## src/shared/cell_group_consts.svh

```systemverilog
// Offsets, field positions, reset values and counts of the logic cell group.
`ifndef CELL_GROUP_CONSTS_SVH
`define CELL_GROUP_CONSTS_SVH

// ************************************************************
// Register byte addresses
// ************************************************************
`define ADDR_STATUS    8'h00
`define ADDR_CHAIN     8'h04
`define ADDR_CELL_BASE 8'h40
`define CELL_STRIDE_SH 3
`define CELLS_MAX      16
`define CELLS_DEFAULT  10

// ************************************************************
// Control word fields, one control word per cell
// ************************************************************
`define F_MODE_LO   0
`define F_MODE_HI   1
`define F_CARRY_SEL 2
`define F_CE_SEL    3
`define F_CASC_EN   4
`define F_CASC_OR   5
`define F_PACKED    6
`define F_FEEDBACK  7
`define F_CTL_DATA  8
`define F_CNT_EN    9
`define F_COUNT_UP  10
`define CTRL_W      11

// ************************************************************
// Reset values
// ************************************************************
`define LUT_RST  16'h0000
`define CTRL_RST 11'h000

`endif

```

## src/shared/cell_group_pkg.sv

```systemverilog
// Types shared by the logic cell group files.
package cell_group_pkg;
  // Operating mode of one logic cell; the fourth code acts as normal, but without the packed register.
  typedef enum logic [1:0] {
    mode_normal,
    mode_arith,
    mode_counter
  } cell_mode_e;
endpackage : cell_group_pkg

```

## src/hw/cell_group.sv

```systemverilog
// Logic cell group: cells, group controls, cascade and register slave.
//
// Operation
// - Cascade joins lookup outputs by AND or OR.
// - Each chained cell adds four more inputs.
// - Chains beyond ten cells continue into another group.
// - Groups link even to even, odd to odd.
// - Normal mode four-input lookup, carry replaces input c.
// - Normal lookup combines with incoming cascade.
// - Packed register, lost when carry feeds lookup.
// - Arithmetic mode: sum table and carry table.
// - Arithmetic allows cascade, registered and unregistered outputs.
// - Counter: enables, direction, clear and load.
// - Input a steers counter enable except in the second cell.
// - Clear and load act on whole group.
// - Two group clock enables, each cell picks one.
// - First cell feeds its register back.
//
// The Avalon-MM register port and the address map were decided locally.
`timescale 1ns/10ps
`include "cell_group_consts.svh"
module cell_group #(
  parameter int CELLS     = `CELLS_DEFAULT,  // Cells in the group.
  parameter bit GROUP_ODD = 1'b0             // Parity of the group in its row.
) (
  input  wire logic             ref_clk,           // Cell clock.
  input  wire logic             rst,               // Synchronous reset, high.
  input  wire logic [7:0]       avs_address,       // Byte address.
  input  wire logic             avs_read,          // Read request.
  input  wire logic             avs_write,         // Write request.
  input  wire logic [31:0]      avs_writedata,     // Write data.
  input  wire logic [3:0]       avs_byteenable,    // Byte lanes of a write.
  output logic [31:0]           avs_readdata,      // Read data.
  output logic                  avs_waitrequest,   // Slave not ready.
  input  wire logic [CELLS-1:0] operand_in_a,      // Operand a of each cell.
  input  wire logic [CELLS-1:0] operand_in_b,      // Operand b of each cell.
  input  wire logic [CELLS-1:0] operand_in_c,      // Operand c of each cell.
  input  wire logic [CELLS-1:0] operand_in_d,      // Operand d, packed and load data.
  input  wire logic             carry_in,          // Carry into the first cell.
  output logic                  carry_out,         // Carry out of the last cell.
  input  wire logic             sync_clear,        // Group synchronous clear.
  input  wire logic             sync_load,         // Group synchronous load.
  input  wire logic             clk_en0,           // Group clock enable zero.
  input  wire logic             clk_en1,           // Group clock enable one.
  input  wire logic             cascade_in_even,   // Chain from previous even group.
  input  wire logic             cascade_in_odd,    // Chain from previous odd group.
  output logic                  cascade_out_even,  // Chain to next even group.
  output logic                  cascade_out_odd,   // Chain to next odd group.
  output logic [CELLS-1:0]      comb_out,          // Unregistered cell outputs.
  output logic [CELLS-1:0]      reg_out            // Registered cell outputs.
);
  // ************************************************************
  // Elaboration checks
  // ************************************************************
  // The cell windows must fit an eight bit byte address.
  if (CELLS < 2 || CELLS > `CELLS_MAX) begin : g_bad_cells
    $error("cell_group: CELLS must lie between 2 and 16");
  end

  // ************************************************************
  // State
  // ************************************************************
  typedef struct packed {
    logic [CELLS-1:0][15:0]         lut;    // Lookup masks.
    logic [CELLS-1:0][`CTRL_W-1:0] ctrl;   // Control words.
    logic [CELLS-1:0]               q;      // Cell registers.
    logic                           ack;    // Bus answer phase.
    logic [31:0]                    rdata;  // Read data holding register.
  } state_s;

  state_s           st_reg;                 // Registered state.
  state_s           st_next;                // Next state.
  logic [CELLS:0]   carry_w;                // Carry chain taps.
  logic [CELLS:0]   casc_w;                 // Cascade chain taps.
  logic [CELLS-1:0] cell_d;                 // Next value of each register.
  logic [CELLS-1:0] ce_w;                   // Selected clock enable per cell.
  logic [CELLS-1:0] c_eff;                  // Operand c after feedback.
  logic [7:0]       rel_addr;               // Address inside the cell windows.
  logic [4:0]       cell_idx;               // Cell addressed by the bus.
  logic             in_cells;               // Address hits a cell window.
  logic             bus_req;                // Read or write pending.

  // ************************************************************
  // Cascade between groups
  // ************************************************************
  cascade_link #(
    .GROUP_ODD (GROUP_ODD)
  ) u_link (
    .chain_last  (casc_w[CELLS]),
    .in_even     (cascade_in_even),
    .in_odd      (cascade_in_odd),
    .chain_first (casc_w[0]),
    .out_even    (cascade_out_even),
    .out_odd     (cascade_out_odd)
  );

  // The carry chain enters at cell zero and leaves past the last cell.
  assign carry_w[0] = carry_in;
  assign carry_out  = carry_w[CELLS];
  assign reg_out    = st_reg.q;

  // ************************************************************
  // Cells
  // ************************************************************
  for (genvar i = 0; i < CELLS; i++) begin : g_cell
    logic [`CTRL_W-1:0]         ctl;       // Control word of this cell.
    cell_group_pkg::cell_mode_e mode;      // Decoded mode.
    logic                       cnt_en;    // Counter enable in use.
    logic                       data_in;   // Value captured when no override acts.
    logic                       packed_ok; // Packed register may take operand d.

    assign ctl  = st_reg.ctrl[i];
    assign mode = cell_group_pkg::cell_mode_e'(ctl[`F_MODE_HI:`F_MODE_LO]);

    // Only the first cell owns the feedback multiplexer.
    if (i == 0) begin : g_fb
      assign c_eff[i] = ctl[`F_FEEDBACK] ? st_reg.q[i] : operand_in_c[i];
    end else begin : g_nofb
      assign c_eff[i] = operand_in_c[i];
    end

    cell_function u_fn (
      .lut_mask    (st_reg.lut[i]),
      .ctrl        (ctl),
      .in_a        (operand_in_a[i]),
      .in_b        (operand_in_b[i]),
      .in_c        (c_eff[i]),
      .in_d        (operand_in_d[i]),
      .carry_in    (carry_w[i]),
      .cascade_in  (casc_w[i]),
      .reg_q       (st_reg.q[i]),
      .comb_out    (comb_out[i]),
      .carry_out   (carry_w[i+1]),
      .cascade_out (casc_w[i+1])
    );

    // Each register follows one of the two group enables.
    assign ce_w[i] = ctl[`F_CE_SEL] ? clk_en1 : clk_en0;

    // The second cell has no data path for its counter controls, so it
    // always takes the stored enable whatever the source bit says.
    if (i == 1) begin : g_second
      assign cnt_en = ctl[`F_CNT_EN];
    end else begin : g_other
      assign cnt_en = ctl[`F_CTL_DATA] ? operand_in_a[i] : ctl[`F_CNT_EN];
      // A low operand a must freeze a counter bit that takes its enable from data.
      data_enable_a: assert property (@(posedge ref_clk) disable iff (rst)
        ce_w[i] && !sync_clear && !sync_load && mode == cell_group_pkg::mode_counter
        && ctl[`F_CTL_DATA] && !operand_in_a[i] |=> $stable(st_reg.q[i]))
        else $error("data counter enable ignored");
    end

    // Carry into the lookup steals the packed register's data path.
    assign packed_ok = (mode == cell_group_pkg::mode_normal) && ctl[`F_PACKED]
                       && !ctl[`F_CARRY_SEL];
    assign data_in   = packed_ok ? operand_in_d[i] : comb_out[i];

    // Clear beats load, and load beats counting or capture.
    // A counter bit toggles only when every lower bit lets the carry through.
    always_comb begin
      if (!ce_w[i]) begin
        cell_d[i] = st_reg.q[i];
      end else if (sync_clear) begin
        cell_d[i] = 1'b0;
      end else if (sync_load) begin
        cell_d[i] = operand_in_d[i];
      end else if (mode == cell_group_pkg::mode_counter) begin
        cell_d[i] = cnt_en ? (st_reg.q[i] ^ carry_w[i]) : st_reg.q[i];
      end else begin
        cell_d[i] = data_in;
      end
    end

    // ************************************************************
    // Cell checks
    // ************************************************************
    clear_wins_a: assert property (@(posedge ref_clk) disable iff (rst)
      ce_w[i] && sync_clear |=> !st_reg.q[i])
      else $error("clear did not win over load or count");

    load_takes_a: assert property (@(posedge ref_clk) disable iff (rst)
      ce_w[i] && !sync_clear && sync_load |=> st_reg.q[i] == $past(operand_in_d[i]))
      else $error("group load not taken");

    enable_hold_a: assert property (@(posedge ref_clk) disable iff (rst)
      !ce_w[i] |=> $stable(st_reg.q[i]))
      else $error("register moved without its clock enable");

    count_gate_a: assert property (@(posedge ref_clk) disable iff (rst)
      ce_w[i] && !sync_clear && !sync_load && mode == cell_group_pkg::mode_counter
      && !cnt_en |=> $stable(st_reg.q[i]))
      else $error("counter moved while disabled");

    count_step_a: assert property (@(posedge ref_clk) disable iff (rst)
      ce_w[i] && !sync_clear && !sync_load && mode == cell_group_pkg::mode_counter
      && cnt_en && carry_w[i] |=> st_reg.q[i] != $past(st_reg.q[i]))
      else $error("counter bit did not toggle on carry");

    packed_lost_a: assert property (@(posedge ref_clk) disable iff (rst)
      ce_w[i] && !sync_clear && !sync_load && mode == cell_group_pkg::mode_normal
      && ctl[`F_CARRY_SEL] |=> st_reg.q[i] == $past(comb_out[i]))
      else $error("packed register used while carry feeds lookup");

    arith_reg_a: assert property (@(posedge ref_clk) disable iff (rst)
      ce_w[i] && !sync_clear && !sync_load && mode == cell_group_pkg::mode_arith
      |=> st_reg.q[i] == $past(comb_out[i]))
      else $error("registered copy differs from lookup output");

    adder_sum_a: assert property (@(posedge ref_clk) disable iff (rst)
      mode == cell_group_pkg::mode_arith && st_reg.lut[i] == 16'hE896
      |-> {carry_w[i+1], comb_out[i]} == 2'(operand_in_a[i] + operand_in_b[i]
                                              + carry_w[i]))
      else $error("full adder tables give a wrong sum");

    casc_and_a: assert property (@(posedge ref_clk) disable iff (rst)
      mode != cell_group_pkg::mode_counter && ctl[`F_CASC_EN] && !ctl[`F_CASC_OR]
      && !casc_w[i] |-> !casc_w[i+1])
      else $error("AND cascade passed a one past a zero");

    casc_or_a: assert property (@(posedge ref_clk) disable iff (rst)
      mode != cell_group_pkg::mode_counter && ctl[`F_CASC_EN] && ctl[`F_CASC_OR]
      && casc_w[i] |-> casc_w[i+1])
      else $error("OR cascade dropped a one");
  end

  // Feedback of the first cell must reach its lookup input c.
  feedback_a: assert property (@(posedge ref_clk) disable iff (rst)
    st_reg.ctrl[0][`F_FEEDBACK] |-> c_eff[0] == st_reg.q[0])
    else $error("first cell feedback not routed");

  // The finished chain must leave on the output of this group's parity.
  chain_exit_a: assert property (@(posedge ref_clk) disable iff (rst)
    (GROUP_ODD ? cascade_out_odd : cascade_out_even) == casc_w[CELLS]
    && (GROUP_ODD ? cascade_out_even == cascade_in_even
                  : cascade_out_odd == cascade_in_odd))
    else $error("cascade chain broken between groups");

  // ************************************************************
  // Register slave
  // ************************************************************
  // Merges the enabled byte lanes of a write into the old word.
  function automatic logic [31:0] lane_merge(input logic [31:0] old_w,
                                             input logic [31:0] new_w,
                                             input logic [3:0]  be);
    logic [31:0] res;
    res = old_w;
    for (int b = 0; b < 4; b++) begin
      if (be[b]) begin
        res[8*b +: 8] = new_w[8*b +: 8];
      end
    end
    return res;
  endfunction : lane_merge

  // Every access answers on its second cycle, which keeps decode simple.
  // A misaligned or unmapped address still gets its one-cycle answer.
  assign bus_req         = avs_read || avs_write;
  assign avs_waitrequest = bus_req && !st_reg.ack;
  assign avs_readdata    = st_reg.rdata;
  assign rel_addr        = 8'(avs_address - `ADDR_CELL_BASE);
  assign cell_idx        = rel_addr[7:`CELL_STRIDE_SH];
  assign in_cells        = (avs_address >= `ADDR_CELL_BASE)
                           && (int'(cell_idx) < CELLS) && (avs_address[1:0] == 2'b00);

  // ************************************************************
  // Next state
  // ************************************************************
  always_comb begin
    st_next     = st_reg;
    // The cell registers are rebuilt every cycle; the per cell logic above
    // already folds in the enables, clear and load.
    st_next.q   = cell_d;
    st_next.ack = bus_req && !st_reg.ack;
    // Read data is gathered in the wait cycle and stands in the answer cycle.
    if (avs_read && !st_reg.ack) begin
      st_next.rdata = 32'h0000_0000;
      if (avs_address == `ADDR_STATUS) begin
        st_next.rdata[CELLS-1:0] = st_reg.q;
      end else if (avs_address == `ADDR_CHAIN) begin
        st_next.rdata[1:0] = {carry_w[CELLS], casc_w[CELLS]};
      end else if (in_cells && !rel_addr[2]) begin
        st_next.rdata[15:0] = st_reg.lut[cell_idx];
      end else if (in_cells) begin
        st_next.rdata[`CTRL_W-1:0] = st_reg.ctrl[cell_idx];
      end
    end
    // Writes land in the answer cycle; unmapped writes are dropped.
    // Taking the write in the answer cycle means a master that gives up early
    // leaves the configuration untouched.
    if (avs_write && st_reg.ack && in_cells) begin
      if (!rel_addr[2]) begin
        st_next.lut[cell_idx] = 16'(lane_merge({16'h0000, st_reg.lut[cell_idx]},
                                               avs_writedata, avs_byteenable));
      end else begin
        st_next.ctrl[cell_idx] = `CTRL_W'(lane_merge({21'h00_0000, st_reg.ctrl[cell_idx]},
                                                     avs_writedata, avs_byteenable));
      end
    end
  end

  // ************************************************************
  // State register
  // ************************************************************
  // Reset returns every cell to normal mode with an empty lookup table, so a
  // group left unconfigured drives zeros into its neighbours, apart from the other parity's chain that it passes through.
  always_ff @(posedge ref_clk) begin
    if (rst) begin
      st_reg.lut   <= {CELLS{`LUT_RST}};
      st_reg.ctrl  <= {CELLS{`CTRL_RST}};
      st_reg.q     <= '0;
      st_reg.ack   <= 1'b0;
      st_reg.rdata <= 32'h0000_0000;
    end else begin
      st_reg <= st_next;
    end
  end

  // A request is answered after exactly one wait cycle.
  bus_answer_a: assert property (@(posedge ref_clk) disable iff (rst)
    bus_req && !st_reg.ack |-> avs_waitrequest ##1 !avs_waitrequest)
    else $error("bus answer not on second cycle");

  // The answer phase lasts one cycle, so a held request is taken again only after a new wait cycle.
  answer_once_a: assert property (@(posedge ref_clk) disable iff (rst)
    st_reg.ack |=> !st_reg.ack)
    else $error("bus answer phase longer than one cycle");

  // A status read returns the registers as they stood when it was taken.
  status_read_a: assert property (@(posedge ref_clk) disable iff (rst)
    avs_read && !st_reg.ack && avs_address == `ADDR_STATUS
    |=> avs_readdata[CELLS-1:0] == $past(st_reg.q))
    else $error("status read does not show the cell registers");

  // An unmapped read must still be answered, and with zero.
  unmapped_zero_a: assert property (@(posedge ref_clk) disable iff (rst)
    avs_read && !st_reg.ack && !in_cells && avs_address != `ADDR_STATUS
    && avs_address != `ADDR_CHAIN |=> avs_readdata == 32'h0000_0000)
    else $error("unmapped read returned data");
endmodule : cell_group

```

## src/hw/cascade_link.sv

```systemverilog
// Routes the cascade chain between groups of equal parity.
`timescale 1ns/10ps
`include "cell_group_consts.svh"
module cascade_link #(
  parameter bit GROUP_ODD = 1'b0         // Parity of this group in its row.
) (
  input  wire logic chain_last,          // Cascade value leaving the last cell.
  input  wire logic in_even,             // Chain arriving from the previous even group.
  input  wire logic in_odd,              // Chain arriving from the previous odd group.
  output logic      chain_first,         // Cascade value entering the first cell.
  output logic      out_even,            // Chain leaving towards the next even group.
  output logic      out_odd              // Chain leaving towards the next odd group.
);
  // ************************************************************
  // Parity routing
  // ************************************************************
  // The chain of the other parity passes through untouched, so that a long
  // chain skips every alternate group without being broken.
  always_comb begin
    chain_first = GROUP_ODD ? in_odd : in_even;
    out_even    = GROUP_ODD ? in_even : chain_last;
    out_odd     = GROUP_ODD ? chain_last : in_odd;
  end
endmodule : cascade_link

```

## src/hw/cell_function.sv

```systemverilog
// Combinational lookup, carry and cascade logic of one logic cell.
`timescale 1ns/10ps
`include "cell_group_consts.svh"
module cell_function (
  input  wire logic [15:0]          lut_mask,     // Lookup table contents.
  input  wire logic [`CTRL_W-1:0]  ctrl,         // Control word of the cell.
  input  wire logic                 in_a,         // Operand input a.
  input  wire logic                 in_b,         // Operand input b.
  input  wire logic                 in_c,         // Operand input c, after feedback.
  input  wire logic                 in_d,         // Operand input d.
  input  wire logic                 carry_in,     // Carry from the cell below.
  input  wire logic                 cascade_in,   // Cascade from the cell before.
  input  wire logic                 reg_q,        // Present register value.
  output logic                      comb_out,     // Unregistered lookup output.
  output logic                      carry_out,    // Carry towards the next cell.
  output logic                      cascade_out   // Cascade towards the next cell.
);
  cell_group_pkg::cell_mode_e mode;               // Decoded mode.
  logic [3:0]                 idx4;               // Normal mode table index.
  logic [3:0]                 idx_sum;            // Sum half index.
  logic [3:0]                 idx_cry;            // Carry half index.
  logic                       joined;             // Lookup joined with the cascade.

  // ************************************************************
  // Lookup and chains
  // ************************************************************
  // Every cell adds four fresh inputs to the function that the chain builds.
  always_comb begin
    mode    = cell_group_pkg::cell_mode_e'(ctrl[`F_MODE_HI:`F_MODE_LO]);
    idx4    = {in_d, ctrl[`F_CARRY_SEL] ? carry_in : in_c, in_b, in_a};
    idx_sum = {1'b0, carry_in, in_b, in_a};
    idx_cry = {1'b1, carry_in, in_b, in_a};
    comb_out  = lut_mask[idx4];
    carry_out = 1'b0;
    unique case (mode)
      cell_group_pkg::mode_arith: begin
        comb_out  = lut_mask[idx_sum];
        carry_out = lut_mask[idx_cry];
      end
      cell_group_pkg::mode_counter: begin
        // Up counts carry on ones, down counts borrow on zeros.
        carry_out = carry_in & (ctrl[`F_COUNT_UP] ? reg_q : ~reg_q);
      end
      default: begin
        comb_out = lut_mask[idx4];
      end
    endcase
    // An OR chain is the AND chain with inverted inputs and output.
    joined = ctrl[`F_CASC_OR] ? ~(~comb_out & ~cascade_in)
                              : (comb_out & cascade_in);
    if (mode == cell_group_pkg::mode_counter) begin
      cascade_out = cascade_in;
    end else begin
      cascade_out = ctrl[`F_CASC_EN] ? joined : comb_out;
    end
  end
endmodule : cell_function

```

## config.mk

```make
export PLATFORM = sky130hd
export DESIGN_NAME = cell_group
export DESIGN_NICKNAME = d
export VERILOG_FILES = /design/src/shared/cell_group_pkg.sv /design/src/hw/cell_group.sv /design/src/hw/cascade_link.sv /design/src/hw/cell_function.sv
export VERILOG_INCLUDE_DIRS = /design/src /design/src/shared
export SDC_FILE = /design/constraint.sdc
export NUM_CORES = 1
export LEC_CHECK = 0
export BUFFER_PORTS_ARGS = -buffer_cell sky130_fd_sc_hd__clkbuf_2
export CAP_MARGIN = 15
export CORE_MARGIN = 5
export CORE_UTILIZATION = 28
export DETAILED_ROUTE_END_ITERATION = 6
export GPL_TIMING_DRIVEN = 0
export PLACE_DENSITY_LB_ADDON = 0.2
export SYNTH_ARGS = -nofsm -noshare
export SYNTH_HDL_FRONTEND = slang
export SYNTH_SLANG_ARGS = --single-unit
```

## constraint.sdc

```tcl
create_clock -name ref_clk -period 24.7 [get_ports ref_clk]
set_clock_uncertainty 0.1 [all_clocks]
set_input_delay 4.94 -clock ref_clk [delete_from_list [all_inputs] [get_ports ref_clk]]
set_output_delay 4.94 -clock ref_clk [all_outputs]
set_load 0.01 [all_outputs]
```

==> results by group <==
Run status
  – Run status: finished, final reports clean

Timing
  – Setup TNS: 0 ns
  – Final setup viols: 0
  – Tcrit/Tclk final: 0.662
  – Hold WS: 0.366 ns
  – Final hold vios: 0
  – Relative slew slack: 0.182
  – Worst-margin pin slew: 1.22 ns
  – FMAX: 0.0612 GHz
  – Final Max Tran Viols: 0
  – Unrepaired setup endpoints after global routing: no
  – Crit path time final: ~16 ns

Die
  – Initial Util: 0.283
  – Core Region: roughly 63,000 µm²
  – Die height: 262 µm
  – Die X: 262 µm
  – IO Pins: approximately 150
  – Row count: 92
  – Die Area: 68,800 µm²

CTS
  – Latest clock arrival within the worst-skew pair: 0.57 ns
  – TritonCTS clock tree: done
  – CTS Buf Count: 36
  – CTS max path bufs: 3
  – Clock transition at the registers of the reported paths: 0.06 ns
  – Root Driver: clkbuf_16
  – H-Tree Depth: 2
  – Hold buffers post-CTS: 0
  – Number of buffers added for setup after CTS: 0
  – CTS Sinks: 297
  – Post-CTS sizing: 0

Global route
  – Gr usage total: 0.201
  – Initial antenna violation count: 2
  – Pin count of the biggest net entering global routing: 13
  – Total grt overflow: 0
  – Met1 usage: 0.255
  – First-pass GRT wire length: ~110 mm
  – Peak-usage layer in the global routing report: met2
  – Met2 GRT Util: 0.348
  – Met3 Usage GRT: 0.0360
  – Number of global-route vias before repair: roughly 16,000

Synth
  – Most common cell in the synthesized netlist: nand2_1
  – XOR/XNOR Fraction of Synth Area: 0.0103
  – Sequential fraction of the synthesis area: 0.333
  – Number of enable flip-flop cells after synthesis: 0
  – Adder-cell share of the synthesized area: 0.0224
  – Syn_area_per_cell: 8.83 µm²
  – Largest family of logic cells by synthesized area: multiplexers
  – Ys Warns: 0
  – Main synth FF type: dfxtp_1
  – Cell accounting for the most synthesized area: dfxtp_1
  – Share of synthesized flip-flops with an asynchronous set or reset: 0
  – Synth Area in Compound Gates: 0.131
  – Synth Instances: 2,019
  – Top post-synthesis cells by count: nand2_1 (324), dfxtp_1 (297), nor2_1 (250)
  – Top cell type's share of synthesized area: 0.333
  – Multiplexer share of the synthesized area: 0.277
  – Post-synthesis simple-gate area fraction: 0.162
  – Post-synthesis register bit count: 297
  – Count of different cell masters after synthesis: 89
  – Cell area after synthesis: around 18,000 µm²
  – Ranking of synthesized cells by area: dfxtp_1 (33%), mux2i_1 (14%), mux4_2 (11%)

Job
  – Max_cap viols: 0

Worst setup path
  – CP arrival: 11.31 ns
  – Cell Chain, Critical Path: clkbuf_1 > mux4_2 > mux2_4 > a21o_1 > buf_4 > a21oi_4 > mux2i_4 > mux2i_1 > o2111a_2 > o31ai_4 > a31oi_1 > a21oi_1 > o31ai_4 > a21oi_1 > and3_1 > o41a_1 > a32oi_1 > a22oi_1 > nor3_1 > o21bai_1 > nand3_1 > clkbuf_2
  – Crit-path max cell delay: 0.55 ns
  – Slowest cell on crit path: nor3_1
  – Reg-to-reg startpoint: reg_out[0]
  – Crit path capture type: output port
  – Setup crit start: carry_in
  – Setup CP Type: input port to output port
  – Setup crit start kind: input port
  – CP required: 19.66 ns
  – Crit path max fanout: 10

Cells and area
  – Max reg flops: approximately 160
  – Layout overhead on the synthesized area: 16.4%
  – Filler cells: 6,667
  – Layout cells sized above 1: 0.168
  – Nets: between 2,000 and 2,500

Power
  – Peak supply drop: around 0.039 mV
  – Pwr dens: 54.8 nW/µm²
  – Static leakage: between 7 and 8 nW

Placement
  – Gpl congestion: 0.899
  – I/O Buffers: 98
  – Dpl hpwl: 57.6 mm

Drt
  – Iteration-0 DRC Markers: 1,264
  – # DRC: 0
  – Vias per cell: 5.24
  – Total number of vias: 16,000
  – DR WL/cell: 23.6 µm
  – Pre-Repair DR Iteration Count: 5
  – Antenna Violating Nets Remaining: 0
  – Wirelength, routed: 72.2 mm

Min path
  – Hold Path Origin: avs_readdata[10]
  – Worst Hold Class: flop to flop
[kinds of logic (layout without fill, tap and decap cells)]
| family | count (synthesis) | after routing |
|---|---|---|
| fa+ha+maj | 32 | 32 |
| flops | 297 | 297 |
| mux | 370 | 370 |
| compound gates | 357 | 357 |
| other cells | 1 | 17 |
| buf+inv | 245 | 416 |
| xor+xnor | 21 | 21 |
| simple gates | 696 | 696 |
[metrics by stage]
step / power [mW] / std cells / area (µm²) / setup slack (ns) / utilization
final: 1.14 / 3052 / 20800 / 8.35 / 0.329
after global routing: 1.17 / 3052 / 20800 / 8.13 / 0.329
after CTS: 1.15 / 3049 / 20700 / 8.42 / 0.329
after detailed placement: 0.593 / 2988 / 19500 / 8.45 / 0.310
after global placement: 0.591 / 2978 / 19400 / 8.59 / 0.308
after floorplan: 0.549 / 2034 / 17900 / 9.65 / -
[per-layer routing]
layer,share of wire,routed length [µm],vias up
met2,0.49,35100,565
li1,-,-,7417
met4,0.035,2510,2
met1,0.42,30300,7890
met5,0.00018,13,-
met3,0.058,4180,116
[path summary, 6_finish.rpt]
kind	cells past startpoint	slack, ns	to
min	2	0.37	avs_readdata[10]
max reg2reg	21	17.87	avs_readdata[0]
max	22	8.35	cascade_out_even
min reg2reg	2	0.37	avs_readdata[10]
[cell usage in the layout, fill, tap and decap left out, types with 23 or more instances in the layout]
| cell | count |
|---|---|
| clkbuf_2 | 99 |
| a21oi_1 | 173 |
| inv_1 | 67 |
| mux2i_1 | 247 |
| ha_1 | 32 |
| mux2_2 | 23 |
| nand2_1 | 324 |
| dfxtp_1 | 297 |
| o21ai_0 | 27 |
| nor2_1 | 250 |
| mux4_2 | 91 |
| clkbuf_1 | 105 |
| clkbuf_16 | 36 |
| buf_4 | 64 |
[critical path, delay by kind of cell]
kind	cells	cell delay [ns]
multiplexers	4	1.58
buffers and inverters	3	0.67
AO/OA/AOI/OAI	12	3.23
AND/OR/NAND/NOR	3	0.86
[area by class of cell]
type                       count  area [µm²]  area share
clock inverter                14         204     0.00982
tap                          846        1060      0.0510
buffer                       176         873      0.0421
inverter                      69         259      0.0125
sequential                   297        5950       0.286
clock buffer                  47        1000      0.0483
multi-input combinational   1492       10800       0.521
antenna                        1        2.50    0.000121
timing repair buffer         110         592      0.0285
[power breakdown]
part / internal [mW] / leakage [nW] / switching, mW
clock: 0.329 / 0.597 / 0.225
combinational: 0.0325 / 4.12 / 0.0685
sequential: 0.481 / 2.39 / 0.00250
total: 0.842 / 7.11 / 0.296
(Power assumes the default switching activity.)
